==> src/core/rsmd_defs.svh <==
// Purpose: Bit positions and codes for the multidrop receive and direction block.
// Assumes: Control registers arrive as plain 8-bit ports.
// Notes: Definitions only.
`ifndef RSMD_DEFS_SVH
`define RSMD_DEFS_SVH

// Extra features control fields.
`define RSMD_EXTRA_FEATURES_CTRL_MD_BIT 0
`define RSMD_EXTRA_FEATURES_CTRL_AUTO_DIR_BIT 4
`define RSMD_EXTRA_FEATURES_CTRL_DIR_INV_BIT 5
// Enhanced feature register: special character detect.
`define RSMD_EFR_SCD_BIT 5
// Modem control: request-to-send bit.
`define RSMD_MCR_RTS_BIT 1
// Interrupt enable: line status interrupt.
`define RSMD_IER_LSI_BIT 2
// Line status: parity error position.
`define RSMD_LSR_PERR_BIT 2
// Line control parity field and the forced-zero code.
`define RSMD_LCR_PAR_HI 5
`define RSMD_LCR_PAR_LO 3
`define RSMD_LCR_FORCE0 3'h7
// Receive enable reset value.
`define RSMD_RX_EN_RST 1'h0
// Two-entry buffer sizing.
`define RSMD_BUF_DEPTH 2'h2

`endif

==> src/core/rsmd_rx_ctrl_end.sv <==
`timescale 1ns/1ps

==> src/core/rsmd_pkg.sv <==
// Purpose: Types shared by the multidrop receive and direction block.
// Assumes: Constants live in rsmd_defs.svh.
// Notes: One packed state struct per module.
package rsmd_pkg;

	// Character from the receiver: nine bits plus the receiver's own parity check.
	typedef struct packed {
		logic par_bit;
		logic par_err;
		logic [7:0] data;
	} rsmd_rx_char_t;

	// Word stored in the receive path.
	typedef struct packed {
		logic par_err;
		logic [7:0] data;
	} rsmd_fifo_word_t;

	typedef enum logic [1:0] {
		RSMD_PLAIN = 2'b00,
		RSMD_MD_NORMAL = 2'b01,
		RSMD_MD_AUTO = 2'b10
	} rsmd_mode_t;

	typedef struct packed {
		rsmd_fifo_word_t [1:0] mem;
		logic wr_ptr;
		logic rd_ptr;
		logic [1:0] cnt;
	} rsmd_buf_state_t;

	typedef struct packed {
		logic tx_pending;
		logic rts_n;
	} rsmd_dir_state_t;

	typedef struct packed {
		logic rx_en;
		logic perr_flag;
		logic lsi_irq;
	} rsmd_rx_state_t;

endpackage

==> src/core/rsmd_rx_buf.sv <==
// Purpose: Two-entry buffer between the character filter and the receive FIFO.
// Assumes: Both sides on clk_sys.
// Notes: Read data come from the entry registers.
`timescale 1ns/1ps
`include "rsmd_defs.svh"

module rsmd_rx_buf (
	// Clock and reset.
	input wire logic clk_sys,
	input wire logic rst_n,
	// Filling side.
	input wire logic in_valid,
	output logic in_ready,
	input rsmd_pkg::rsmd_fifo_word_t in_word,
	// Draining side.
	output logic out_valid,
	input wire logic out_ready,
	output rsmd_pkg::rsmd_fifo_word_t out_word
);
	import rsmd_pkg::*;

	rsmd_buf_state_t st_ff;
	rsmd_buf_state_t nxt_st;
	logic push;
	logic pop;

	assign in_ready = (st_ff.cnt != `RSMD_BUF_DEPTH);
	assign out_valid = (st_ff.cnt != 2'h0);
	assign out_word = st_ff.mem[st_ff.rd_ptr];
	assign push = in_valid && in_ready;
	assign pop = out_valid && out_ready;

	always_comb
	begin
		nxt_st = st_ff;
		if (push)
		begin
			nxt_st.mem[st_ff.wr_ptr] = in_word;
			nxt_st.wr_ptr = ~st_ff.wr_ptr;
		end
		if (pop)
		begin
			nxt_st.rd_ptr = ~st_ff.rd_ptr;
		end
		case ({push, pop})
			2'b10: nxt_st.cnt = st_ff.cnt + 2'h1;
			2'b01: nxt_st.cnt = st_ff.cnt - 2'h1;
			default: nxt_st.cnt = st_ff.cnt;
		endcase
	end

	always_ff @(posedge clk_sys)
	begin
		if (!rst_n)
		begin
			st_ff <= '0;
		end
		else
		begin
			st_ff <= nxt_st;
		end
	end

endmodule

==> src/core/rsmd_dir_ctrl.sv <==
// Purpose: Request-to-send output selection with automatic RS-485 direction control.
// Assumes: Transmitter status is on clk_sys.
// Notes: Output is registered, one cycle behind its cause.
`timescale 1ns/1ps
`include "rsmd_defs.svh"

module rsmd_dir_ctrl (
	// Clock and reset.
	input wire logic clk_sys,
	input wire logic rst_n,
	// Configuration.
	input wire logic auto_dir,
	input wire logic dir_inv,
	input wire logic mcr_rts,
	input wire logic hw_flow_en,
	input wire logic flow_rts_n,
	// Transmitter status.
	input wire logic tx_fifo_wr,
	input wire logic tx_all_sent,
	// Pin and status.
	output logic rts_n,
	output logic tx_pending
);
	import rsmd_pkg::*;

	rsmd_dir_state_t st_ff;
	rsmd_dir_state_t nxt_st;

	assign rts_n = st_ff.rts_n;
	assign tx_pending = st_ff.tx_pending;

	always_comb
	begin
		nxt_st = st_ff;
		// A write in the same cycle as the last bit leaving keeps the driver on.
		nxt_st.tx_pending = tx_fifo_wr || (st_ff.tx_pending && !tx_all_sent);
		if (auto_dir)
		begin
			nxt_st.rts_n = nxt_st.tx_pending ^ ~dir_inv;
		end
		else if (hw_flow_en)
		begin
			nxt_st.rts_n = flow_rts_n;
		end
		else
		begin
			nxt_st.rts_n = ~mcr_rts;
		end
	end

	always_ff @(posedge clk_sys)
	begin
		if (!rst_n)
		begin
			st_ff <= '{tx_pending: 1'b0, rts_n: 1'b1};
		end
		else
		begin
			st_ff <= nxt_st;
		end
	end
endmodule

==> src/core/rsmd_rx_ctrl.sv <==
// Purpose: RS-485 multidrop receive filtering, address detection and driver direction.
// Assumes: Characters and transmitter status come from logic on clk_sys.
// Notes: Control registers are plain ports; line status interrupt is a one-cycle pulse.
`timescale 1ns/1ps
`include "rsmd_defs.svh"

module rsmd_rx_ctrl (
	// Clock and resets.
	input wire logic clk_sys,
	input wire logic rst_n,
	input wire logic sw_reset,
	// Control registers.
	input wire logic [7:0] extra_features_ctrl,
	input wire logic [7:0] enhanced_feature_reg,
	input wire logic [7:0] line_ctrl_reg,
	input wire logic [7:0] modem_ctrl_reg,
	input wire logic [7:0] irq_enable_reg,
	input wire logic [7:0] second_stop_char_reg,
	input wire logic hw_flow_en,
	input wire logic sw_flow_en,
	input wire logic flow_rts_n,
	// Receive enable access.
	input wire logic rx_en_wr,
	input wire logic rx_en_wdata,
	output logic rx_en,
	// Transmitter status.
	input wire logic tx_fifo_wr,
	input wire logic tx_all_sent,
	output logic rts_n,
	// Characters from the receiver.
	input wire logic rx_char_valid,
	output logic rx_char_ready,
	input rsmd_pkg::rsmd_rx_char_t rx_char,
	// Words to the receive FIFO.
	output logic fifo_valid,
	input wire logic fifo_ready,
	output rsmd_pkg::rsmd_fifo_word_t fifo_word,
	// Line status.
	input wire logic lsr_rd,
	output logic lsr_perr,
	output logic line_status_irq,
	output logic cfg_mismatch
);
	import rsmd_pkg::*;

	// ****************************************************************
	// Mode selection
	// ****************************************************************
	rsmd_rx_state_t st_ff;
	rsmd_rx_state_t nxt_st;
	rsmd_mode_t mode;
	rsmd_fifo_word_t push_word;
	logic push_vld;
	logic push_rdy;
	logic accept;
	logic is_addr;
	logic addr_match;
	logic hw_enable;
	logic hw_disable;
	logic lsi_event;

	always_comb
	begin
		if (!extra_features_ctrl[`RSMD_EXTRA_FEATURES_CTRL_MD_BIT])
		begin
			mode = RSMD_PLAIN;
		end
		else if (enhanced_feature_reg[`RSMD_EFR_SCD_BIT])
		begin
			mode = RSMD_MD_AUTO;
		end
		else
		begin
			mode = RSMD_MD_NORMAL;
		end
	end

	// Flags a multidrop setup that software has left inconsistent; status only.
	assign cfg_mismatch = extra_features_ctrl[`RSMD_EXTRA_FEATURES_CTRL_MD_BIT] && (hw_flow_en || sw_flow_en
		|| (mode == RSMD_MD_NORMAL
		&& line_ctrl_reg[`RSMD_LCR_PAR_HI:`RSMD_LCR_PAR_LO] != `RSMD_LCR_FORCE0));

	// ****************************************************************
	// Character filter
	// ****************************************************************
	// A dropped character still waits for buffer room, which keeps the
	// handshake simple at the cost of a stall during a full buffer.
	assign accept = rx_char_valid && push_rdy;
	assign rx_char_ready = push_rdy;
	assign is_addr = rx_char.par_bit;
	assign addr_match = (rx_char.data == second_stop_char_reg);

	always_comb
	begin
		push_vld = 1'b0;
		push_word.data = rx_char.data;
		push_word.par_err = rx_char.par_err;
		hw_enable = 1'b0;
		hw_disable = 1'b0;
		lsi_event = 1'b0;
		case (mode)
			RSMD_PLAIN:
			begin
				push_vld = rx_char_valid;
				lsi_event = rx_char.par_err;
			end
			RSMD_MD_NORMAL:
			begin
				if (is_addr)
				begin
					// Address bytes are always kept, whether enabled or not.
					push_vld = rx_char_valid;
					push_word.par_err = 1'b1;
					lsi_event = 1'b1;
				end
				else
				begin
					push_vld = rx_char_valid && st_ff.rx_en;
				end
			end
			RSMD_MD_AUTO:
			begin
				if (is_addr && addr_match)
				begin
					push_vld = rx_char_valid;
					push_word.par_err = rx_char.par_bit;
					hw_enable = 1'b1;
					lsi_event = 1'b1;
				end
				else if (is_addr)
				begin
					hw_disable = 1'b1;
				end
				else
				begin
					push_vld = rx_char_valid && st_ff.rx_en;
				end
			end
			default:
			begin
				push_vld = 1'b0;
			end
		endcase
	end

	// ****************************************************************
	// State update
	// ****************************************************************
	always_comb
	begin
		nxt_st = st_ff;
		nxt_st.lsi_irq = accept && lsi_event && irq_enable_reg[`RSMD_IER_LSI_BIT];
		if (sw_reset)
		begin
			nxt_st.rx_en = `RSMD_RX_EN_RST;
			nxt_st.perr_flag = 1'b0;
		end
		else
		begin
			// Hardware enable beats a software clear in the same cycle.
			if (accept && hw_enable)
			begin
				nxt_st.rx_en = 1'b1;
			end
			else if (accept && hw_disable)
			begin
				nxt_st.rx_en = 1'b0;
			end
			else if (rx_en_wr)
			begin
				nxt_st.rx_en = rx_en_wdata;
			end
			// A stored error in the read cycle is kept for the next read.
			if (accept && push_vld && push_word.par_err)
			begin
				nxt_st.perr_flag = 1'b1;
			end
			else if (lsr_rd)
			begin
				nxt_st.perr_flag = 1'b0;
			end
		end
	end

	always_ff @(posedge clk_sys)
	begin
		if (!rst_n)
		begin
			st_ff <= '{rx_en: `RSMD_RX_EN_RST, perr_flag: 1'b0, lsi_irq: 1'b0};
		end
		else
		begin
			st_ff <= nxt_st;
		end
	end

	assign rx_en = st_ff.rx_en;
	assign lsr_perr = st_ff.perr_flag;
	assign line_status_irq = st_ff.lsi_irq;

	// ****************************************************************
	// Buffer and direction control
	// ****************************************************************
	rsmd_rx_buf u_buf (
		.clk_sys(clk_sys),
		.rst_n(rst_n),
		.in_valid(push_vld),
		.in_ready(push_rdy),
		.in_word(push_word),
		.out_valid(fifo_valid),
		.out_ready(fifo_ready),
		.out_word(fifo_word)
	);

	// Flow control must be off in auto direction mode; the direction logic wins anyway.
	rsmd_dir_ctrl u_dir (
		.clk_sys(clk_sys),
		.rst_n(rst_n),
		.auto_dir(extra_features_ctrl[`RSMD_EXTRA_FEATURES_CTRL_AUTO_DIR_BIT]),
		.dir_inv(extra_features_ctrl[`RSMD_EXTRA_FEATURES_CTRL_DIR_INV_BIT]),
		.mcr_rts(modem_ctrl_reg[`RSMD_MCR_RTS_BIT]),
		.hw_flow_en(hw_flow_en),
		.flow_rts_n(flow_rts_n),
		.tx_fifo_wr(tx_fifo_wr),
		.tx_all_sent(tx_all_sent),
		.rts_n(rts_n),
		.tx_pending()
	);
endmodule

==> config.mk <==
export PLATFORM = sky130hd
export DESIGN_NAME = rsmd_rx_ctrl
export DESIGN_NICKNAME = d
export VERILOG_FILES = /design/src/core/rsmd_rx_ctrl_end.sv /design/src/core/rsmd_pkg.sv /design/src/core/rsmd_rx_buf.sv /design/src/core/rsmd_dir_ctrl.sv /design/src/core/rsmd_rx_ctrl.sv
export VERILOG_INCLUDE_DIRS = /design/src /design/src/core
export SDC_FILE = /design/constraint.sdc
export NUM_CORES = 1
export LEC_CHECK = 0
export ABC_CLOCK_PERIOD_IN_PS = 3050
export BUFFER_PORTS_ARGS = -buffer_cell sky130_fd_sc_hd__buf_2
export CAP_MARGIN = 20
export CORE_UTILIZATION = 45
export CTS_CLUSTER_SIZE = 28
export DETAILED_ROUTE_END_ITERATION = 12
export PLACE_DENSITY = 0.89
export SLEW_MARGIN = 0
export SYNTH_ARGS = -nofsm -noshare
export SYNTH_HDL_FRONTEND = slang
export SYNTH_HIERARCHICAL = 1
export SYNTH_SLANG_ARGS = --single-unit
export TNS_END_PERCENT = 30
==> constraint.sdc <==
create_clock -name clk_sys -period 3.05 [get_ports clk_sys]
set_input_delay 0.305 -clock clk_sys [delete_from_list [all_inputs] [get_ports clk_sys]]
set_output_delay 0.305 -clock clk_sys [all_outputs]
set_load 0.05 [all_outputs]
### Word level (Yosys, flattened, before mapping)

Index checks and enable logic that the tools add are counted.

* register bits after elaboration: 27
* bits of input ports: 71
* output and inout port bits: 16
* word-level logic and storage cells: 83

* add/sub/neg operators: 2
* order comparisons: 3
* equal/unequal tests: 7
* muxes and demuxes: 28
* bitwise gates (word level): 6
* reduce and logical (&&, ||, !) cells: 25

Operator list (number)
* two-way mux 9 bit: 3
* bitwise mux 18 bit: 1
* two-way mux 1 bit: 17
* logical AND 1 bit: 15
* demux 9 bit (select 1 bit): 1
* == test 8 bit: 1
* case mux 1 bit (3 select lines): 2
* nonzero test 2 bit: 3
* NOT 1 bit: 5
* == test 2 x 1 -> 1 bit, second input constant: 2
* == test 2 bit, second input constant: 2
* < comparator 1 x 2 -> 1 bit, second input constant: 2
* two-way mux 2 bit: 2
* case mux 2 bit (2 select lines): 1
* logical OR 1 bit: 3
* inequality test 3 bit, second input constant: 1
* nonzero test 3 bit: 1
* adder 2 x 1 -> 2 bit, second input constant: 1
* logical NOT 2 bit: 1
* inequality test 2 bit, second input constant: 1
* case mux 1 bit (2 select lines): 1
* OR reduction 2 bit: 1
* subtractor 2 x 1 -> 2 bit, second input constant: 1
* >= comparator 1 bit, second input constant: 1
* other kinds (2): 2

### Depth between registers and ports, before layout

Gate-level depths: netlist (run 1).

* depth in word-level cells: 7
* depth in mapped cells: 9
* depth with buffers taken out: 9

### By module

The synthesis (run 1) kept the hierarchy.

By module, submodules not included
* rsmd_rx_buf: times used 1, cells each 99, area an instance 994.7 um^2, sequential area each 440.4 um^2
* rsmd_rx_ctrl: times used 1, cells each 41, area an instance 316.6 um^2, sequential area each 60.1 um^2
* rsmd_dir_ctrl: times used 1, cells each 10, area an instance 111.4 um^2, sequential area each 40.0 um^2

### Least setup slack after synthesis (run 1)

No wires, ideal clock.

* path type: in2reg
* start: in second_stop_char_reg[5]
* end: reg u_buf/st_ff[1] in the netlist's numbering
* library setup time: 70 ps
* data arrival time: 2018 ps
* required time: 2980 ps
* slack: 962 ps
* stages: 8
* path buffers: 0
* cell sequence: xor2_1 -> nor4_2 -> nand2_1 -> a41oi_1 -> nand2_1 -> ha_1 -> or3_1 -> a21boi_1

* word-level cells in the longest chain between the ends: 7
* elaborated cells on any way between the ends: 9
* those cells by class: 3 x eq/ne; 3 x mux; 3 x reduce/logical

Ends and longest elaborated chain
* from (decl): line rsmd_rx_ctrl.sv:18 `input wire logic [7:0] second_stop_char_reg,`
* == test 8 bit *: line rsmd_rx_ctrl.sv:91 `assign addr_match = (rx_char.data == second_stop_char_reg);`
* logical AND 1 bit *: line rsmd_rx_ctrl.sv:123 `if (is_addr && addr_match)`
* two-way mux 1 bit *: line rsmd_rx_ctrl.sv:123
* case mux 1 bit (3 select lines) *: line rsmd_rx_ctrl.sv:101 `case (mode)`
* named net push_vld: line rsmd_rx_ctrl.sv:53 `logic push_vld;`
* logical AND 1 bit *: line rsmd_rx_buf.sv:30 `assign push = in_valid && in_ready;`
* == test 2 x 1 -> 1 bit / == test 2 bit (equally long branches): line rsmd_rx_buf.sv:45 `case ({push, pop})`
* case mux 2 bit (2 select lines) / nonzero test 2 bit (equally long branches)
* to (signal assigned): line rsmd_rx_buf.sv:60 `st_ff <= nxt_st;`
* to (decl): line rsmd_rx_buf.sv:22 `rsmd_buf_state_t st_ff;`

Mark *: on every way through the listed nets, which the timed path passes. The rest lies on a longest branch.
A chain may end at the register's enable or synchronous reset.

### Worst setup path after layout (run 1)

Same ends and word-level chain as after synthesis.

==> results.txt, run 1 <==
Leak: 0.803 nW
routed vias: 1246
Setup crit end kind: flip-flop
synth top area cells: dfxtp_1 (38%), mux2i_1 (13%), nand2_1 (8.7%)
Final period util: 0.674
vias in the first global route: 1157
Worst Path Arrival: 2.32 ns
Yosys top cell by area: dfxtp_1
drt total wl: 2950 µm
GRT Max-Usage Layer: met2
total CTS buffers: 3
Boundary Pins: 87
clock skew: 0.00273 ns
largest net degree at the start of global routing: 37
first-pass GRT wire length: 4840 µm
async set or reset register ratio after synthesis: 0
number of flops mapped to enable cells by yosys: 0
share of cells above drive strength 1: 0.374
reg-to-reg startpoint: rx_en$_SDFFE_PP0P_
Detailed Place HPWL: 2240 µm
H-Tree Depth: 1
total power: 1.01 mW
met1 usage: 0.218
Max Freq: 0.487 GHz
antenna-violating nets left: 0
worst vdd ir: 0.351 mV
post_cts resized: 0
die area: 0.00339 mm²
worst-skew pair later-pin latency: 0.32 ns
initial core utilization: 0.470
initial antenna violation count: 0
Slew Viols, Final: 0
Post-Syn Area: 0.00142 mm²
GR Layer Usage met2: 0.348
Antenna Cells: 0
number of cells on the worst reg-to-reg path: 8
DR pass1 iterations: 4
Slew @ Worst Pin: 0.630 ns
status: finished clean
CP startpoint kind: primary input
WHS Path Cells: 2
Final Hold Violating Endpoints: 0
Vias/cell: 5.04
Worst-path clk slew: 0.15 ns
Overflow after GRT: 0
Distinct cells, synth: 40
clk sink count: 27
commonest non-fill, non-tap cell in the layout: buf_2
clock tree buffer depth: 2
hold buffers post-CTS: 0
die width: 58.2 µm
max-cap violations: 0
#FFs+latches synth: 27
Area Overhead vs Synth: 22.4%
met3 Usage GRT: 0.0246
endpoints failing setup: 0
drt drc: 0
CORE AREA: 0.00303 mm²
min Tclk post-route: 2.05 ns
setup bufs post-CTS: 0
flop-to-flop setup slack: 1.23 ns
Total GRT Usage: 0.185
type of the tightest min-delay check: in2reg
Yosys Warn Count: 6
initial drt markers: 51
RSZ-0062 raised after global routing: no
Mapped Cells: 150
area share of the largest cell type after synthesis: 0.380
number of port buffers: 55
setup TNS: 0 ns
Slew headroom: 0.579
final net count: 276
Synth Flop Type: dfxtp_1
FF-to-FF End: u_buf/st_ff[1]$_SDFFE_PN0P_
Worst Setup Path Type: in2reg
FP Rows: 20
worst-path fanout max: 5
PD cells: 578 mW/mm²
routability-driven placement congestion ratio: 0.853
syn nets: 222
min-delay src: tx_fifo_wr
Seq/Total Area, Yosys: 0.380
Critical Path RT: 3.31 ns
Root Buffer: clkbuf_4
height of the die: 58.2 µm
WL/cell: 11.9 µm
most frequent cells in the layout: buf_2 (55), nand2_1 (33), dfxtp_1 (27)
Hold EP: u_dir/tx_pending$_SDFF_PN0_
Mean Syn Cell Area: 9.48 µm²
CTS tree: yes
==> flip-flops by register name (all words and copies together), names as in the netlist <==
| register | flops |
|---|---|
| u_buf/st_ff | 22 |
| line_status_irq | 1 |
| lsr_perr | 1 |
| rx_en | 1 |
| u_dir/rts_n | 1 |
| u_dir/tx_pending | 1 |
==> stage by stage <==
step                std cells  area, µm²  utilization  setup WS, ns  hold slack [ns]
floorplan                 150       1420            -         0.962            0.412
CTS                       247       1740        0.575         0.984            0.200
detailed placement        243       1710        0.566         0.635            0.452
global placement          243       1710        0.566         0.685            0.440
global route              247       1740        0.575         0.868            0.195
finish                    247       1740        0.575         0.995            0.213
==> critical path, stage by stage <==
cell and delay, ns:
buf_2 0.10, xor2_1 0.16, nor4_2 0.26, nand2_1 0.19, a41oi_1 0.37, nand2_1 0.10
ha_1 0.34, or3_1 0.35, a21boi_1 0.14
==> synthesized netlist by cell type, drive strengths merged, types with 3 or more instances <==
cell type and n:
xor2 8, buf 3, mux2i 18, mux2 9
nand2 33, nand2b 3, nor2b 4, dfxtp 27
clkbuf 3, xnor2 3, nor2 6
==> worst max path at each step <==
stage,startpoint,end,slack [ns]
CTS,second_stop_char_reg[2],u_buf/st_ff[1]$_SDFFE_PN0P_,0.98
global route,second_stop_char_reg[2],u_buf/st_ff[1]$_SDFFE_PN0P_,0.87
detailed placement,second_stop_char_reg[2],u_buf/st_ff[1]$_SDFFE_PN0P_,0.64
finish,second_stop_char_reg[5],u_buf/st_ff[1]$_SDFFE_PN0P_,1.0
floorplan,second_stop_char_reg[5],u_buf/st_ff[1]$_SDFFE_PN0P_,0.96
global placement,second_stop_char_reg[2],u_buf/st_ff[1]$_SDFFE_PN0P_,0.68
==> report_power, final <==
| group | internal [mW] | switching (mW) |
|---|---|---|
| Combinational | 0.164 | 0.244 |
| Sequential | 0.394 | 0.0482 |
| Clock | 0.0491 | 0.106 |
==> per-layer routing <==
layer  vias up  share of wire
met3         2          0.054
met1       564           0.46
met2        48           0.48
met4         0         0.0058
met5         -              0
li1        632              -
==> cell type report <==
class | instances | area [µm²]
well taps | 44 | 55.1
inverters | 2 | 7.51
clock inverters | 1 | 5.00
multi-input cells | 115 | 836
repair buffers | 55 | 275
fillers | 284 | 1290
flip-flops and latches | 27 | 541
clock buffers | 3 | 22.5
==> cells by family (layout without fill, tap and decap cells) <==
group,count (synthesis),count (layout),share of synthesized area
AO/OA/AOI/OAI,20,20,0.116
AND/OR/NAND/NOR,56,56,0.197
buffers and inverters,8,61,0.0325
multiplexers,27,27,0.198
flip-flops,27,27,0.380
adder cells (fa/ha/maj),1,1,0.00879
XOR/XNOR,11,11,0.0677
(Power assumes the default switching activity.)
==> run 2: changes to the inputs <==
--- a/config.mk
+++ b/config.mk
@@ -6,13 +6,13 @@
 export SDC_FILE = /design/constraint.sdc
 export NUM_CORES = 1
 export LEC_CHECK = 0
-export ABC_CLOCK_PERIOD_IN_PS = 3050
+export ABC_CLOCK_PERIOD_IN_PS = 1900
 export BUFFER_PORTS_ARGS = -buffer_cell sky130_fd_sc_hd__buf_2
 export CAP_MARGIN = 20
-export CORE_UTILIZATION = 45
+export CORE_UTILIZATION = 43
 export CTS_CLUSTER_SIZE = 28
 export DETAILED_ROUTE_END_ITERATION = 12
-export PLACE_DENSITY = 0.89
+export PLACE_DENSITY = 0.86
 export SLEW_MARGIN = 0
 export SYNTH_ARGS = -nofsm -noshare
 export SYNTH_HDL_FRONTEND = slang
==> constraint.sdc (replaced) <==
create_clock -name clk_sys -period 1.9 [get_ports clk_sys]
set_input_delay 0.19 -clock clk_sys [delete_from_list [all_inputs] [get_ports clk_sys]]
set_output_delay 0.19 -clock clk_sys [all_outputs]
set_load 0.05 [all_outputs]
==> run 2 against run 1 <==
Cell count up 4.0%. Cell area grew 5.5%. Non-clock buffer count grew 10. Via count is 1.8% lower. Critical path depth decreased by 7.
==> results.txt, run 2 (synthesized netlist as in run 1, its figures left out) <==
total CTS buffers: 3
type of the tightest min-delay check: in2reg
routability-driven placement congestion ratio: 0.828
PD cells: 891 mW/mm²
antenna-violating nets left: 0
Leak: 0.851 nW
worst-skew pair later-pin latency: 0.31 ns
Clock Power Share: 0.147
Hold EP: u_dir/tx_pending$_SDFF_PN0_
Area Overhead vs Synth: 29.1%
worst vdd ir: 0.335 mV
drt drc: 0
min-delay src: tx_fifo_wr
register share of total power: 0.434
largest net degree at the start of global routing: 20
sw frac: 0.384
die area: 0.00354 mm²
min Tclk post-route: 1.76 ns
Total GRT Usage: 0.167
placed cell area: 0.00181 mm²
worst-path fanout max: 10
CP startpoint kind: flip-flop
Root Buffer: clkbuf_4
DR pass1 iterations: 4
Internal: 1.01 mW
flop-to-flop setup slack: 0.25 ns
reg-to-reg startpoint: rx_en$_SDFFE_PP0P_
Slew @ Worst Pin: 0.484 ns
number of port buffers: 55
Detailed Place HPWL: 2240 µm
max-cap violations: 0
Worst Path Arrival: 1.57 ns
Net Switching: 0.628 mW
Largest Register: u_buf/st_ff
initial antenna violation count: 0
clock skew: 0.00568 ns
Final period util: 0.927
post_cts resized: 0
Antenna Cells: 0
Slew Viols, Final: 0
Max Freq: 0.568 GHz
max reg flops: 22
endpoints failing setup: 0
Slew headroom: 0.677
CTS tree: yes
Overflow after GRT: 0
die width: 59.5 µm
Setup crit end kind: output pin
post-placement worst setup slack: -0.108 ns
final net count: 286
CORE AREA: 0.00310 mm²
drt total wl: 2820 µm
total power: 1.64 mW
post-route setup slack: 0.139 ns
routed vias: 1224
post-route cell area: 0.00184 mm²
final non-filler cell total: 257
setup bufs post-CTS: 0
Gate power share: 0.420
vias in the first global route: 1119
first-pass GRT wire length: 4530 µm
status: finished clean
clk sink count: 27
WHS Path Cells: 2
Worst Setup Path Type: reg2out
clock tree buffer depth: 2
final core occ: 0.592
initial core utilization: 0.458
initial drt markers: 38
share of cells above drive strength 1: 0.408
Final Hold Violating Endpoints: 0
height of the die: 59.5 µm
setup TNS: 0 ns
number of cells on the worst reg-to-reg path: 8
Placed Cells: 253
commonest non-fill, non-tap cell in the layout: buf_2
H-Tree Depth: 1
WL/cell: 11.0 µm
RSZ-0062 raised after global routing: no
fillcell total: 304
Vias/cell: 4.76
FF-to-FF End: u_buf/st_ff[1]$_SDFFE_PN0P_
hold buffers post-CTS: 0
Critical Path RT: 1.71 ns
most frequent cells in the layout: buf_2 (55), nand2_1 (33), dfxtp_1 (26)
FP Rows: 20
Worst-path clk slew: 0.14 ns
hold_ws: 0.0950 ns
Boundary Pins: 87
-- run 2: changes by cell type in the layout (fill, tap and decap cells not counted) --
cell      delta
buf_4        +9
dfxtp_1      -1
a41oi_2      +1
clkbuf_1     +1
dfxtp_2      +1
buf_12       +1
clkinv_2     -1
a41oi_1      -1
-- run 2: power by group through the flow --
stage | Combinational [mW] | Clock (mW) | Sequential, mW
after detailed placement | 0.693 | 0 | 0.724
final | 0.687 | 0.240 | 0.710
after CTS | 0.695 | 0.255 | 0.712
after global routing | 0.738 | 0.277 | 0.725
after floorplan | 0.541 | 0 | 0.698
after global placement | 0.682 | 0 | 0.722
-- run 2: how the worst max path moves through the flow --
stage,startpoint,endpoint,slack (ns),cells after the start
after CTS,u_buf/st_ff[2]$_SDFFE_PN0P_,fifo_word[6],0.10,2
final,u_buf/st_ff[2]$_SDFFE_PN0P_,fifo_word[6],0.14,2
after global placement,second_stop_char_reg[5],u_buf/st_ff[1]$_SDFFE_PN0P_,-0.05,9
after floorplan,second_stop_char_reg[5],u_buf/st_ff[1]$_SDFFE_PN0P_,0.05,8
after detailed placement,second_stop_char_reg[2],u_buf/st_ff[1]$_SDFFE_PN0P_,-0.11,9
after global routing,u_buf/st_ff[2]$_SDFFE_PN0P_,fifo_word[6],0.06,2
-- run 2: final cells by class --
| type | count | area (µm²) | share of cell area |
|---|---|---|---|
| well taps | 44 | 55.1 | 0.0300 |
| multi-input cells | 115 | 843 | 0.459 |
| clock buffers | 4 | 26.3 | 0.0143 |
| repair buffers | 65 | 363 | 0.198 |
| flip-flops and latches | 27 | 542 | 0.295 |
| inverters | 2 | 7.51 | 0.00409 |
-- run 2: worst max-delay path: stages, from the launching register on --
cell and delay (ns):
dfxtp_1 0.65, mux2_2 0.40, buf_2 0.21
-- run 2: routing by layer --
layer | share of wire | track usage
met1 | 0.47 | 0.197
met2 | 0.47 | 0.311
met3 | 0.057 | 0.0262
met4 | 0.0035 | 0.0399
met5 | 0 | 0
==> run 3: changes to the inputs <==
--- a/config.mk
+++ b/config.mk
@@ -9,10 +9,10 @@
 export ABC_CLOCK_PERIOD_IN_PS = 1900
 export BUFFER_PORTS_ARGS = -buffer_cell sky130_fd_sc_hd__buf_2
 export CAP_MARGIN = 20
-export CORE_UTILIZATION = 43
+export CORE_UTILIZATION = 35
 export CTS_CLUSTER_SIZE = 28
 export DETAILED_ROUTE_END_ITERATION = 12
-export PLACE_DENSITY = 0.86
+export PLACE_DENSITY = 0.73
 export SLEW_MARGIN = 0
 export SYNTH_ARGS = -nofsm -noshare
 export SYNTH_HDL_FRONTEND = slang
==> run 3 against run 2 <==
Worst hold slack better by 0.047 ns. Sequential power about the same. Utilization fell by 9.7 points. Maximum frequency decreased by 1.1%. Clock skew shrank 0.0029 ns. Via count up 2.4%. Cell count is 1.2% higher. Critical endpoint is now u_buf/st_ff[1]$_SDFFE_PN0P_. Highest routed layer unchanged.
==> results.txt, run 3 (synthesized netlist as in run 1, its figures left out) <==
min-delay src: tx_fifo_wr
Total GRT Usage: 0.148
CTS tree: yes
max reg flops: 22
antenna-violating nets left: 0
WHS Path Cells: 2
Slew Viols, Final: 0
Internal: 1.08 mW
CP max-delay cell: or3_1
post-route cell area: 0.00187 mm²
post_cts resized: 0
largest net degree at the start of global routing: 27
Worst Path Arrival: 1.99 ns
Setup crit end kind: flip-flop
WL/cell: 11.4 µm
CP startpoint kind: primary input
Hold EP: u_dir/tx_pending$_SDFF_PN0_
DR pass1 iterations: 3
routability-driven placement congestion ratio: 0.772
Leak: 0.860 nW
clk sink count: 27
Antenna Cells: 0
slowest stage delay, CP: 0.36 ns
worst vdd ir: 0.469 mV
H-Tree Depth: 1
final core occ: 0.495
number of cells on the worst reg-to-reg path: 8
share of cells above drive strength 1: 0.406
initial drt markers: 49
max-cap violations: 0
Largest Register: u_buf/st_ff
CORE AREA: 0.00377 mm²
fillcell total: 353
initial antenna violation count: 0
reg-to-reg startpoint: rx_en$_SDFFE_PP0P_
Worst Setup SP: second_stop_char_reg[5]
flop-to-flop setup slack: 0.23 ns
clock skew: 0.00281 ns
worst-path fanout max: 3
Critical Path RT: 2.11 ns
critical path's top delay family: simple AND/OR/NAND/NOR gates
Critical path buffers and inverters: 1
Slew headroom: 0.660
Vias/cell: 4.82
setup bufs post-CTS: 0
Crit path depth: 9
min Tclk post-route: 1.78 ns
Detailed Place HPWL: 2220 µm
Gate power share: 0.400
Area Overhead vs Synth: 31.1%
status: finished clean
Max Freq: 0.562 GHz
type of the tightest min-delay check: in2reg
routed vias: 1253
Worst-path clk slew: 0.09 ns
Worst Setup Path Type: in2reg
post-placement worst setup slack: -0.181 ns
FF-to-FF End: u_buf/st_ff[1]$_SDFFE_PN0P_
CP cell instances: buf_2 > xor2_1 > nor4_2 > nand2_1 > a41oi_2 > nand2_1 > ha_1 > or3_1 > a21boi_1
PD cells: 927 mW/mm²
clock tree buffer depth: 2
die width: 65.8 µm
first-pass GRT wire length: 4930 µm
number of port buffers: 55
Root Buffer: clkbuf_8
post-route setup slack: 0.120 ns
Net Switching: 0.653 mW
Final Hold Violating Endpoints: 0
Overflow after GRT: 0
height of the die: 65.8 µm
vias in the first global route: 1178
commonest non-fill, non-tap cell in the layout: buf_2
drt drc: 0
final net count: 285
most frequent cells in the layout: buf_2 (55), nand2_1 (33), dfxtp_1 (26)
Slew @ Worst Pin: 0.509 ns
Final period util: 0.937
Clock Power Share: 0.189
FP Rows: 22
hold buffers post-CTS: 0
sw frac: 0.378
die area: 0.00432 mm²
placed cell area: 0.00182 mm²
RSZ-0062 raised after global routing: no
register share of total power: 0.410
Boundary Pins: 87
worst-skew pair later-pin latency: 0.27 ns
total power: 1.73 mW
Crit path top cell by count: nand2_1
drt total wl: 2960 µm
initial core utilization: 0.377
total CTS buffers: 3
endpoints failing setup: 0
[run 3: cell count changes in the layout (fill, tap and decap cells not counted)]
cell,change
buf_12,+1
clkbuf_8,+3
buf_4,-2
clkbuf_4,-3
[run 3: worst register-to-register path: stages, from the launching register on]
cell      delay (ns)
dfxtp_2         0.36
nor2_1          0.05
nand2_1         0.05
nand2_1         0.06
a41oi_2         0.17
nand2_1         0.08
ha_1            0.33
or3_1           0.36
a21boi_1        0.14
[run 3: power groups by stage]
stage / clock, mW / sequential [mW] / combinational, mW
after CTS: 0.343 / 0.712 / 0.698
after floorplan: 0 / 0.698 / 0.541
after global placement: 0 / 0.722 / 0.686
after detailed placement: 0 / 0.726 / 0.693
after global routing: 0.370 / 0.726 / 0.742
final: 0.327 / 0.710 / 0.692
[run 3: worst max path at each step]
stage,to,slack (ns)
after global placement,u_buf/st_ff[1]$_SDFFE_PN0P_,-0.11
after floorplan,u_buf/st_ff[1]$_SDFFE_PN0P_,0.05
final,u_buf/st_ff[1]$_SDFFE_PN0P_,0.12
after CTS,u_buf/st_ff[1]$_SDFFE_PN0P_,0.11
after global routing,fifo_word[6],0.07
after detailed placement,u_buf/st_ff[1]$_SDFFE_PN0P_,-0.18
[run 3: cell type report]
cell class                      count  area (µm²)  share of cell area
Multi-Input combinational cell    115         843               0.452
Tap cell                           48        60.1              0.0322
Sequential cell                    27         542               0.290
Inverter                            2        7.51             0.00402
Timing Repair Buffer               64         368               0.197
Clock buffer                        4        45.0              0.0241
[run 3: routing by layer]
metal	GRT usage	vias up	wire length, µm
li1	-	649	-
met1	0.177	554	1440
met2	0.256	48	1300
met3	0.0382	2	202
met4	0.0408	0	15
met5	0	-	0
[run 3: stage by stage]
step	TNS, ns	hold WS (ns)	cells
finish	0	0.142	260
detailed placement	-0.181	0.427	256
global placement	-0.108	0.427	256
CTS	0	0.134	260
global route	0	0.142	260
floorplan	0	0.290	150
